===== src/agu_pkg.sv =====
package agu_pkg;

   // ************************************************************
   // Field widths
   // ************************************************************
   localparam int AGU_LONG_W = 16;
   localparam int AGU_SHORT_W = 5;
   localparam int AGU_SCALED_W = 12;
   localparam int AGU_PTR_COUNT = 16;

   // ************************************************************
   // Long field layout
   // ************************************************************
   localparam int AGU_L_BASE_LSB = 0;
   localparam int AGU_L_INDEX_LSB = 4;
   localparam int AGU_L_SHIFT_LSB = 6;
   localparam int AGU_L_WBPTR_LSB = 8;
   localparam int AGU_L_U10_LSB = 4;
   localparam int AGU_L_U8_LSB = 4;
   localparam int AGU_L_U7_LSB = 6;
   localparam int AGU_L_N13_LSB = 0;
   localparam int AGU_L_OP_LSB = 12;
   localparam logic [1:0] AGU_L_OP2_OFFS = 2'h0;
   localparam logic [1:0] AGU_L_OP2_SCALED = 2'h1;
   localparam logic [2:0] AGU_L_OP3_OFFS_INC = 3'h4;
   localparam logic [2:0] AGU_L_OP3_STACK_REL = 3'h5;
   localparam logic [3:0] AGU_L_OP4_POST_INC = 4'hc;
   localparam logic [3:0] AGU_L_OP4_POST_DEC = 4'hd;
   localparam logic [3:0] AGU_L_OP4_PRE_DEC = 4'he;
   localparam logic [3:0] AGU_L_OP4_INDEXED = 4'hf;

   // ************************************************************
   // Short and scaled field layout
   // ************************************************************
   localparam int AGU_S_PTR_LSB = 0;
   localparam int AGU_S_OP_LSB = 2;
   localparam logic [3:0] AGU_S_BASE_FIRST = 4'h4;
   localparam logic [2:0] AGU_S_OP_PLAIN = 3'h0;
   localparam logic [2:0] AGU_S_OP_IDX0 = 3'h1;
   localparam logic [2:0] AGU_S_OP_IDX1 = 3'h2;
   localparam logic [2:0] AGU_S_OP_POST_INC = 3'h3;
   localparam logic [2:0] AGU_S_OP_POST_DEC = 3'h4;
   localparam logic [2:0] AGU_S_OP_PRE_DEC = 3'h5;
   localparam logic [2:0] AGU_S_OP_REG_INC0 = 3'h6;
   localparam logic [2:0] AGU_S_OP_REG_INC1 = 3'h7;
   localparam int AGU_C_BASE_LSB = 0;
   localparam int AGU_C_U8_LSB = 4;

   // ************************************************************
   // Special pointers and reset values
   // ************************************************************
   localparam logic [3:0] AGU_PTR_ZERO = 4'h0;
   localparam logic [3:0] AGU_PTR_ONE = 4'h1;
   localparam logic [3:0] AGU_STACK_PTR = 4'hf;
   localparam logic [31:0] AGU_PTR_RESET = 32'h0000_0000;
   localparam logic [31:0] AGU_ADDR_RESET = 32'h0000_0000;

   // ************************************************************
   // Types
   // ************************************************************
   typedef enum logic [1:0] {
      AGU_SEL_DIRECT = 2'h0,
      AGU_SEL_LONG = 2'h1,
      AGU_SEL_SHORT = 2'h2,
      AGU_SEL_SCALED = 2'h3
   } agu_field_sel_type;

   typedef enum logic [1:0] {
      AGU_IDLE = 2'b01,
      AGU_CALC = 2'b10
   } agu_state_type;

   typedef struct packed {
      logic ptr_en;
      logic [3:0] ptr;
      logic [31:0] imm;
   } agu_direct_type;

   typedef struct packed {
      agu_field_sel_type sel;
      logic [AGU_LONG_W-1:0] long_mode_field;
      logic [AGU_SHORT_W-1:0] short_mode_field;
      logic [AGU_SCALED_W-1:0] scaled_mode_field;
      agu_direct_type direct_mode_field;
      logic [1:0] size_log2;
   } agu_req_type;

   typedef struct packed {
      logic en;
      logic [3:0] idx;
      logic [31:0] data;
   } agu_wb_type;

endpackage : agu_pkg


===== src/agu_ptr_file.sv =====
module agu_ptr_file (
   // Clock and reset
   input wire logic clk_in,
   input wire logic sys_rst_in,
   // Read ports
   input wire logic [3:0] rd_a_idx_in,
   input wire logic [3:0] rd_b_idx_in,
   output logic [31:0] rd_a_out,
   output logic [31:0] rd_b_out,
   // Write port
   input wire agu_pkg::agu_wb_type wr_in
);
   import agu_pkg::*;

   logic [31:0] ptr_q [AGU_PTR_COUNT];
   logic [31:0] rd_a_d;
   logic [31:0] rd_b_d;

   // ************************************************************
   // Pointer storage
   // ************************************************************
   genvar gi;
   generate
      for (gi = 0; gi < AGU_PTR_COUNT; gi++) begin : g_ptr
         // One pointer word
         always_ff @(posedge clk_in or posedge sys_rst_in) begin
            if (sys_rst_in) begin
               ptr_q[gi] <= AGU_PTR_RESET;
            end else if (wr_in.en && (wr_in.idx == 4'(gi))) begin
               ptr_q[gi] <= wr_in.data;
            end
         end
      end
   endgenerate

   // Read with forwarding of a same-cycle write
   assign rd_a_d = (wr_in.en && wr_in.idx == rd_a_idx_in) ? wr_in.data : ptr_q[rd_a_idx_in];
   assign rd_b_d = (wr_in.en && wr_in.idx == rd_b_idx_in) ? wr_in.data : ptr_q[rd_b_idx_in];

   // Registered read data
   always_ff @(posedge clk_in or posedge sys_rst_in) begin
      if (sys_rst_in) begin
         rd_a_out <= AGU_PTR_RESET;
         rd_b_out <= AGU_PTR_RESET;
      end else begin
         rd_a_out <= rd_a_d;
         rd_b_out <= rd_b_d;
      end
   end

endmodule : agu_ptr_file


===== src/agu_core.sv =====
module agu_core (
   // Clock and reset
   input wire logic clk_in,
   input wire logic sys_rst_in,
   // Request from the instruction decoder
   input wire logic req_valid_in,
   input wire agu_pkg::agu_req_type req_in,
   output logic req_ready_out,
   // Pointer loads from other instructions
   input wire logic ptr_load_valid_in,
   input wire logic [3:0] ptr_load_idx_in,
   input wire logic [31:0] ptr_load_data_in,
   output logic ptr_load_ready_out,
   // Address to the load/store path
   output logic addr_valid_out,
   output logic [31:0] addr_out,
   // Pointer write-back seen on the last calculation
   output agu_pkg::agu_wb_type writeback_out
);
   import agu_pkg::*;

   // ************************************************************
   // Helpers
   // ************************************************************

   // Amount encoded as value minus one
   function automatic logic [31:0] agu_minus_one_amount(input logic [12:0] f);
      agu_minus_one_amount = {19'h0, f} + 32'h1;
   endfunction : agu_minus_one_amount

   // Short field base pointer, always one of 4 to 7
   function automatic logic [3:0] agu_short_base(input logic [AGU_SHORT_W-1:0] f);
      agu_short_base = AGU_S_BASE_FIRST | {2'h0, f[AGU_S_PTR_LSB +: 2]};
   endfunction : agu_short_base

   // ************************************************************
   // State
   // ************************************************************
   agu_state_type state_q;
   agu_state_type state_d;
   agu_req_type req_q;
   logic addr_valid_q;
   logic [31:0] addr_q;
   logic [31:0] addr_d;
   agu_wb_type wb_q;
   agu_wb_type wb_d;
   agu_wb_type file_wr;
   logic [3:0] rd_base_idx;
   logic [3:0] rd_index_idx;
   logic [31:0] base_val;
   logic [31:0] index_val;
   logic accept;

   // Long field slices of the held request
   logic [AGU_LONG_W-1:0] lf;
   logic [3:0] l_op4;
   logic [3:0] l_base;
   logic [1:0] l_shift;
   logic [3:0] l_wbptr;
   logic [31:0] l_u10;
   logic [31:0] l_u10_x4;
   logic [31:0] l_u8;
   logic [31:0] l_u7;
   logic [31:0] l_n8;
   logic [31:0] l_n13;
   logic [31:0] l_indexed_sum;

   // Short and scaled field slices
   logic [AGU_SHORT_W-1:0] sf;
   logic [2:0] s_op;
   logic [31:0] s_step;
   logic [31:0] s_scaled_idx;
   logic [31:0] c_u8_x4;

   // Request slices for the read port selection
   logic [AGU_LONG_W-1:0] in_lf;
   logic [2:0] in_s_op;

   // ************************************************************
   // Handshake
   // ************************************************************

   // One request in flight; write-back lands before the next read
   assign req_ready_out = (state_q == AGU_IDLE);
   assign accept = req_valid_in && req_ready_out;
   assign ptr_load_ready_out = (state_q == AGU_IDLE);
   assign state_d = accept ? AGU_CALC : AGU_IDLE;

   // ************************************************************
   // Read port selection from the incoming request
   // ************************************************************
   assign in_lf = req_in.long_mode_field;
   assign in_s_op = req_in.short_mode_field[AGU_S_OP_LSB +: 3];

   // Base pointer to read
   always_comb begin
      rd_base_idx = AGU_PTR_ZERO;
      case (req_in.sel)
         AGU_SEL_DIRECT: rd_base_idx = req_in.direct_mode_field.ptr;
         AGU_SEL_LONG: begin
            if (in_lf[AGU_L_OP_LSB+1 +: 3] == AGU_L_OP3_STACK_REL) begin
               rd_base_idx = AGU_STACK_PTR;
            end else begin
               rd_base_idx = in_lf[AGU_L_BASE_LSB +: 4];
            end
         end
         AGU_SEL_SHORT: rd_base_idx = agu_short_base(req_in.short_mode_field);
         AGU_SEL_SCALED: rd_base_idx = req_in.scaled_mode_field[AGU_C_BASE_LSB +: 4];
         default: rd_base_idx = AGU_PTR_ZERO;
      endcase
   end

   // Index pointer to read
   always_comb begin
      rd_index_idx = AGU_PTR_ZERO;
      if (req_in.sel == AGU_SEL_LONG) begin
         rd_index_idx = {2'h0, in_lf[AGU_L_INDEX_LSB +: 2]};
      end else if (req_in.sel == AGU_SEL_SHORT) begin
         if (in_s_op == AGU_S_OP_IDX1 || in_s_op == AGU_S_OP_REG_INC1) begin
            rd_index_idx = AGU_PTR_ONE;
         end else begin
            rd_index_idx = AGU_PTR_ZERO;
         end
      end
   end

   // ************************************************************
   // Field slices of the held request
   // ************************************************************
   assign lf = req_q.long_mode_field;
   assign l_op4 = lf[AGU_L_OP_LSB +: 4];
   assign l_base = lf[AGU_L_BASE_LSB +: 4];
   assign l_shift = lf[AGU_L_SHIFT_LSB +: 2];
   assign l_wbptr = lf[AGU_L_WBPTR_LSB +: 4];
   assign l_u10 = {22'h0, lf[AGU_L_U10_LSB +: 10]};
   assign l_u10_x4 = {20'h0, lf[AGU_L_U10_LSB +: 10], 2'h0};
   assign l_u8 = {24'h0, lf[AGU_L_U8_LSB +: 8]};
   assign l_u7 = {25'h0, lf[AGU_L_U7_LSB +: 7]};
   assign l_n8 = agu_minus_one_amount({5'h0, lf[AGU_L_U8_LSB +: 8]});
   assign l_n13 = agu_minus_one_amount(lf[AGU_L_N13_LSB +: 13]);
   assign l_indexed_sum = base_val + (index_val << l_shift);
   assign sf = req_q.short_mode_field;
   assign s_op = sf[AGU_S_OP_LSB +: 3];
   assign s_step = 32'h1 << req_q.size_log2;
   assign s_scaled_idx = index_val << req_q.size_log2;
   assign c_u8_x4 = {22'h0, req_q.scaled_mode_field[AGU_C_U8_LSB +: 8], 2'h0};

   // ************************************************************
   // Address and write-back calculation
   // ************************************************************

   // All field modes, 32-bit wrapping arithmetic throughout
   always_comb begin
      addr_d = base_val;
      wb_d = '0;
      case (req_q.sel)
         AGU_SEL_DIRECT: begin
            if (req_q.direct_mode_field.ptr_en) begin
               addr_d = base_val + {4'h0, req_q.direct_mode_field.imm[27:0]};
            end else begin
               addr_d = req_q.direct_mode_field.imm;
            end
         end
         AGU_SEL_SCALED: addr_d = base_val + c_u8_x4;
         AGU_SEL_LONG: begin
            if (lf[AGU_L_OP_LSB+2 +: 2] == AGU_L_OP2_OFFS) begin
               addr_d = base_val + l_u10;
            end else if (lf[AGU_L_OP_LSB+2 +: 2] == AGU_L_OP2_SCALED) begin
               addr_d = base_val + l_u10_x4;
            end else if (lf[AGU_L_OP_LSB+1 +: 3] == AGU_L_OP3_OFFS_INC) begin
               addr_d = base_val + l_u7;
               wb_d = '{en: 1'b1, idx: l_base, data: base_val + index_val};
            end else if (lf[AGU_L_OP_LSB+1 +: 3] == AGU_L_OP3_STACK_REL) begin
               addr_d = base_val - l_n13;
            end else begin
               case (l_op4)
                  AGU_L_OP4_POST_INC: begin
                     addr_d = base_val;
                     wb_d = '{en: 1'b1, idx: l_base, data: base_val + l_u8};
                  end
                  AGU_L_OP4_POST_DEC: begin
                     addr_d = base_val;
                     wb_d = '{en: 1'b1, idx: l_base, data: base_val - l_n8};
                  end
                  AGU_L_OP4_PRE_DEC: begin
                     addr_d = base_val - l_n8;
                     wb_d = '{en: 1'b1, idx: l_base, data: base_val - l_n8};
                  end
                  AGU_L_OP4_INDEXED: begin
                     addr_d = l_indexed_sum;
                     wb_d = '{en: (l_wbptr != AGU_STACK_PTR), idx: l_wbptr,
                              data: l_indexed_sum};
                  end
                  default: addr_d = base_val;
               endcase
            end
         end
         AGU_SEL_SHORT: begin
            case (s_op)
               AGU_S_OP_PLAIN: addr_d = base_val;
               AGU_S_OP_IDX0, AGU_S_OP_IDX1: addr_d = base_val + s_scaled_idx;
               AGU_S_OP_POST_INC: begin
                  addr_d = base_val;
                  wb_d = '{en: 1'b1, idx: agu_short_base(sf), data: base_val + s_step};
               end
               AGU_S_OP_POST_DEC: begin
                  addr_d = base_val;
                  wb_d = '{en: 1'b1, idx: agu_short_base(sf), data: base_val - s_step};
               end
               AGU_S_OP_PRE_DEC: begin
                  addr_d = base_val - s_step;
                  wb_d = '{en: 1'b1, idx: agu_short_base(sf), data: base_val - s_step};
               end
               AGU_S_OP_REG_INC0, AGU_S_OP_REG_INC1: begin
                  addr_d = base_val;
                  wb_d = '{en: 1'b1, idx: agu_short_base(sf), data: base_val + index_val};
               end
               default: addr_d = base_val;
            endcase
         end
         default: addr_d = base_val;
      endcase
   end

   // ************************************************************
   // Pointer file
   // ************************************************************

   // Write-back in the calculation cycle, outside loads only when idle
   always_comb begin
      file_wr = '0;
      if (state_q == AGU_CALC) begin
         file_wr = wb_d;
      end else if (ptr_load_valid_in) begin
         file_wr = '{en: 1'b1, idx: ptr_load_idx_in, data: ptr_load_data_in};
      end
   end

   agu_ptr_file u_ptr_file (
      .clk_in(clk_in),
      .sys_rst_in(sys_rst_in),
      .rd_a_idx_in(rd_base_idx),
      .rd_b_idx_in(rd_index_idx),
      .rd_a_out(base_val),
      .rd_b_out(index_val),
      .wr_in(file_wr)
   );

   // ************************************************************
   // Registers
   // ************************************************************

   // Control state and held request
   always_ff @(posedge clk_in or posedge sys_rst_in) begin
      if (sys_rst_in) begin
         state_q <= AGU_IDLE;
         req_q <= '0;
      end else begin
         state_q <= state_d;
         if (accept) begin
            req_q <= req_in;
         end
      end
   end

   // Address result, one-cycle valid pulse
   always_ff @(posedge clk_in or posedge sys_rst_in) begin
      if (sys_rst_in) begin
         addr_valid_q <= 1'b0;
         addr_q <= AGU_ADDR_RESET;
         wb_q <= '0;
      end else begin
         addr_valid_q <= (state_q == AGU_CALC);
         if (state_q == AGU_CALC) begin
            addr_q <= addr_d;
            wb_q <= wb_d;
         end
      end
   end

   assign addr_valid_out = addr_valid_q;
   assign addr_out = addr_q;
   assign writeback_out = wb_q;

endmodule : agu_core


===== config.mk =====
export PLATFORM = sky130hd
export DESIGN_NAME = agu_core
export DESIGN_NICKNAME = d
export VERILOG_FILES = /design/src/agu_pkg.sv /design/src/agu_ptr_file.sv /design/src/agu_core.sv
export SDC_FILE = /design/constraint.sdc
export NUM_CORES = 2
export LEC_CHECK = 0
export ABC_CLOCK_PERIOD_IN_PS = 23400
export BUFFER_PORTS_ARGS = -buffer_cell sky130_fd_sc_hd__buf_4
export CAP_MARGIN = 25
export CORE_UTILIZATION = 60
export CTS_BUF_LIST = sky130_fd_sc_hd__clkbuf_2 sky130_fd_sc_hd__clkbuf_4 sky130_fd_sc_hd__clkbuf_8
export CTS_CLUSTER_DIAMETER = 150
export DETAILED_ROUTE_END_ITERATION = 8
export PLACE_DENSITY = 0.78
export SETUP_SLACK_MARGIN = 0.5
export SYNTH_ARGS = -nofsm -noshare
export SYNTH_HDL_FRONTEND = slang
export SYNTH_SLANG_ARGS = --single-unit

===== constraint.sdc =====
create_clock -name clk_in -period 23.4 [get_ports clk_in]
set_input_delay 1.17 -clock clk_in [delete_from_list [all_inputs] [get_ports clk_in]]
set_output_delay 1.17 -clock clk_in [all_outputs]
set_load 0.02 [all_outputs]

==> results.sh <==
export IMPL_cts_sinks=714
export IMPL_syn_instance_count=6364
export IMPL_p_int_mw=3.24
export IMPL_io_buffers=185
export IMPL_numCtsBuffers=118
export IMPL_comb_power_share_pct=49.0
export IMPL_setup_viol_count_final=0
export IMPL_num_rows=106
export IMPL_ioPinCount=186
export IMPL_gp_congestion=1.11
export IMPL_synth_top_area_share_pct=35.1
export IMPL_post_cts_buffers=0
export IMPL_fin_crit_sh_pct=23.9
export IMPL_via_per_inst=6.96
export IMPL_grt_pass1_wl_um=309000
export IMPL_synth_seq_area_share_pct=35.2
export IMPL_cp_max_fo=39
export IMPL_tightest_slew_ns=1.17
export IMPL_totalWireLength_um=208000
export IMPL_status="completed"
export IMPL_avgSynthCellArea_um2=7.98
export IMPL_htreeDepth=3
export IMPL_post_drt_wl_per_cell_um=27.4
export IMPL_drv_cap=0
export IMPL_crit_required_ns=24.05
export IMPL_final_common_cell="nand2_1"
export IMPL_grt_use_total_pct=47.6
export IMPL_p_per_area_nw_per_um2=105
export IMPL_final_cell_mix="nand2_1, dfrtp_1, o21ai_0, a21oi_1, nor2_1"
export IMPL_grt_pass1_vias=49750
export IMPL_drc=0
export IMPL_core_um2=83700
export IMPL_hold_viol_final=0
export IMPL_die_h_um=293
export IMPL_slowest_stage="o31ai_1"
export IMPL_ctsResizeCount=0
export IMPL_synthesis_area_um2=50800
export IMPL_skew_ns=0.122
export IMPL_grt_overflow_total=0
export IMPL_ys_ff_latch=714
export IMPL_drv_slew=0
export IMPL_cp_cell_sequence="buf_4, inv_1, and3_1, ha_1, fa_1, a21o_1, nor2b_1, o31ai_1, a2111oi_0, a211oi_1, mux2i_1, a32o_1, a21oi_2, a21oi_2, o21ai_0"
export IMPL_seq_power_share_pct=29.5
export IMPL_ys_warn_count=0
export IMPL_fmax_mhz=179
export IMPL_rsz0062_at_grt="false"
export IMPL_die_area_um2=85800
export IMPL_syn2layout_area_growth_pct=10.2
export IMPL_postSynth_asyncResetShare_pct=100
export IMPL_synth_edf_count=0
export IMPL_nNetsFinal=6652
export IMPL_root_buffer="clkbuf_8"
export IMPL_end_kind="flop"
export IMPL_p_switching_mw=2.66
export IMPL_layout_min_cycle_time_ns=5.59
export IMPL_grt_max_degree=204
export IMPL_ant_nets=0
export IMPL_synthesis_nets=6679
export IMPL_insertion_delay_ns=0.88
export IMPL_clockPowerShare_pct=21.5
export IMPL_cp_arrival_ns=6.24
export IMPL_hold_buffers=0
export IMPL_chipWidth_um=293
export IMPL_ys_types=102
export IMPL_leakagePower_nw=24.0
export IMPL_first_pass_iters=8
export IMPL_via_count=52718
export IMPL_cts_tree="built"
export IMPL_hold_slack_ns=0.439
export IMPL_critPathLaunchType="flop"
export IMPL_dr_first_iter_drc_count=6942
export IMPL_synth_top_area_cell="dfrtp_1"
export IMPL_start_util_pct=60.7
export IMPL_slowest_delay_ns=0.81
export IMPL_path_clk_slew_ns=0.07
export IMPL_worstSetupPathType="reg -> reg"
export IMPL_path_common_cell="a21oi_2"
export IMPL_worstHoldPathType="in -> async"
export IMPL_ir_drop_mv=0.0741
export IMPL_ys_flop_type="dfrtp_1"
export IMPL_drive_gt1_share_pct=11.8
export IMPL_relSlewSlack_pct=22.1
export IMPL_fin_setup_tns_ns=0
export IMPL_synth_area_leaders="dfrtp_1, nand2_1, o21ai_0"
export IMPL_clock_path_buffers=3
export IMPL_swShare_pct=45.1
export IMPL_antenna_found_initial=10
export IMPL_hpwl_um=138000
[power groups by stage]
stage	sequential (mW)	clock [mW]	combinational, mW
2_1_floorplan	1.72	0	1.88
3_3_place_gp	1.73	0	2.71
3_5_place_dp	1.74	0	2.75
4_1_cts	1.72	1.28	2.77
5_1_grt	1.76	1.33	3.07
6_report	1.74	1.27	2.89
[worst max-delay path: cells and delay by family (launching register included)]
kind	cells	cell delay [ns]
AND/OR/NAND/NOR	2	0.38
buffers and inverters	2	0.72
AO/OA/AOI/OAI	8	2.96
adder cells (fa/ha/maj)	2	0.67
multiplexers	1	0.36
flip-flops	1	0.33
[path summary, 6_finish.rpt]
path                                       start                       to  slack (ns)  depth (start not counted)
max                                        lf[7]    u_ptr_file.ptr_q[442]       17.81                         15
min                                   sys_rst_in     u_ptr_file.ptr_q[71]        0.44                          2
max reg2reg                                lf[7]    u_ptr_file.ptr_q[442]       17.81                         15
min reg2reg                u_ptr_file.ptr_q[342]    u_ptr_file.ptr_q[342]        0.47                          2
max in group asynchronous             sys_rst_in  u_ptr_file.rd_b_out[30]       19.05                          6
min in group clk_in        u_ptr_file.ptr_q[342]    u_ptr_file.ptr_q[342]        0.47                          2
[final cells by class]
cell class,instances,area (µm²)
clock inverter,31,353
timing repair buffer,362,2800
antenna,4,10.0
tap,1134,1420
multi-input combinational,5063,30800
fill,6873,27700
sequential,714,17900
inverter,78,300
clock buffer,191,2430
[routing by layer]
metal	vias to the layer above	global-route usage, %	routed length, µm
met1	25244	59.5	76700
met4	10	32.9	16100
met5	-	0	66
met2	3566	72.8	90600
met3	944	11.5	24300
li1	22954	-	-
[state kept, by name, summed over array words and instances, names as in the netlist]
name and count:
addr_valid_out 1, req_q 37, writeback_out 37, u_ptr_file.ptr_q 512, c_u8_x4 8, addr_out 32
u_ptr_file.rd_a_out 32, state_q 2, lf 16, u_ptr_file.rd_b_out 32, sf 5
[kinds of logic (layout without fill, tap and decap cells)]
| group | count (synthesis) | in the layout | synth area share [%] |
|---|---|---|---|
| AND/OR/NAND/NOR | 2322 | 2322 | 20.0 |
| AO/OA/AOI/OAI | 2180 | 2180 | 27.1 |
| flip-flops | 714 | 714 | 35.2 |
| buffers and inverters | 587 | 662 | 4.54 |
| XOR/XNOR | 227 | 227 | 3.91 |
| adder cells (fa/ha/maj) | 201 | 201 | 5.13 |
| multiplexers | 133 | 133 | 4.11 |
| other | 0 | 4 | 0 |
[cells in the mapped netlist, drive strengths merged, types with 42 or more instances]
| library cell | number |
|---|---|
| nand2 | 1236 |
| dfrtp | 713 |
| o21ai | 657 |
| a21oi | 513 |
| nor2 | 448 |
| clkbuf | 423 |
| a211oi | 236 |
| ha | 189 |
| and2 | 159 |
| nand3 | 132 |
| xnor2 | 129 |
| a31oi | 127 |
| a21o | 125 |
| xor2 | 98 |
| nor3 | 94 |
| buf | 86 |
| a311oi | 77 |
| inv | 74 |
| mux2i | 67 |
| o211ai | 64 |
| mux4 | 60 |
| o22ai | 46 |
| nand4 | 43 |
| and3 | 42 |
[per-stage QoR]
stage / power [mW] / setup slack, ns / utilization [%] / std cells / cell area, µm²
finish: 5.90 / 17.81 / 66.9 / 7577 / 56000
CTS: 5.77 / 17.91 / 66.8 / 7570 / 55900
global route: 6.16 / 17.44 / 66.9 / 7574 / 56000
detailed placement: 4.50 / 17.68 / 63.5 / 7348 / 53100
floorplan: 3.60 / 2.20 / - / 6364 / 50800
global placement: 4.44 / 17.82 / 63.4 / 7342 / 53100
Power figures use the tool's default switching activity.
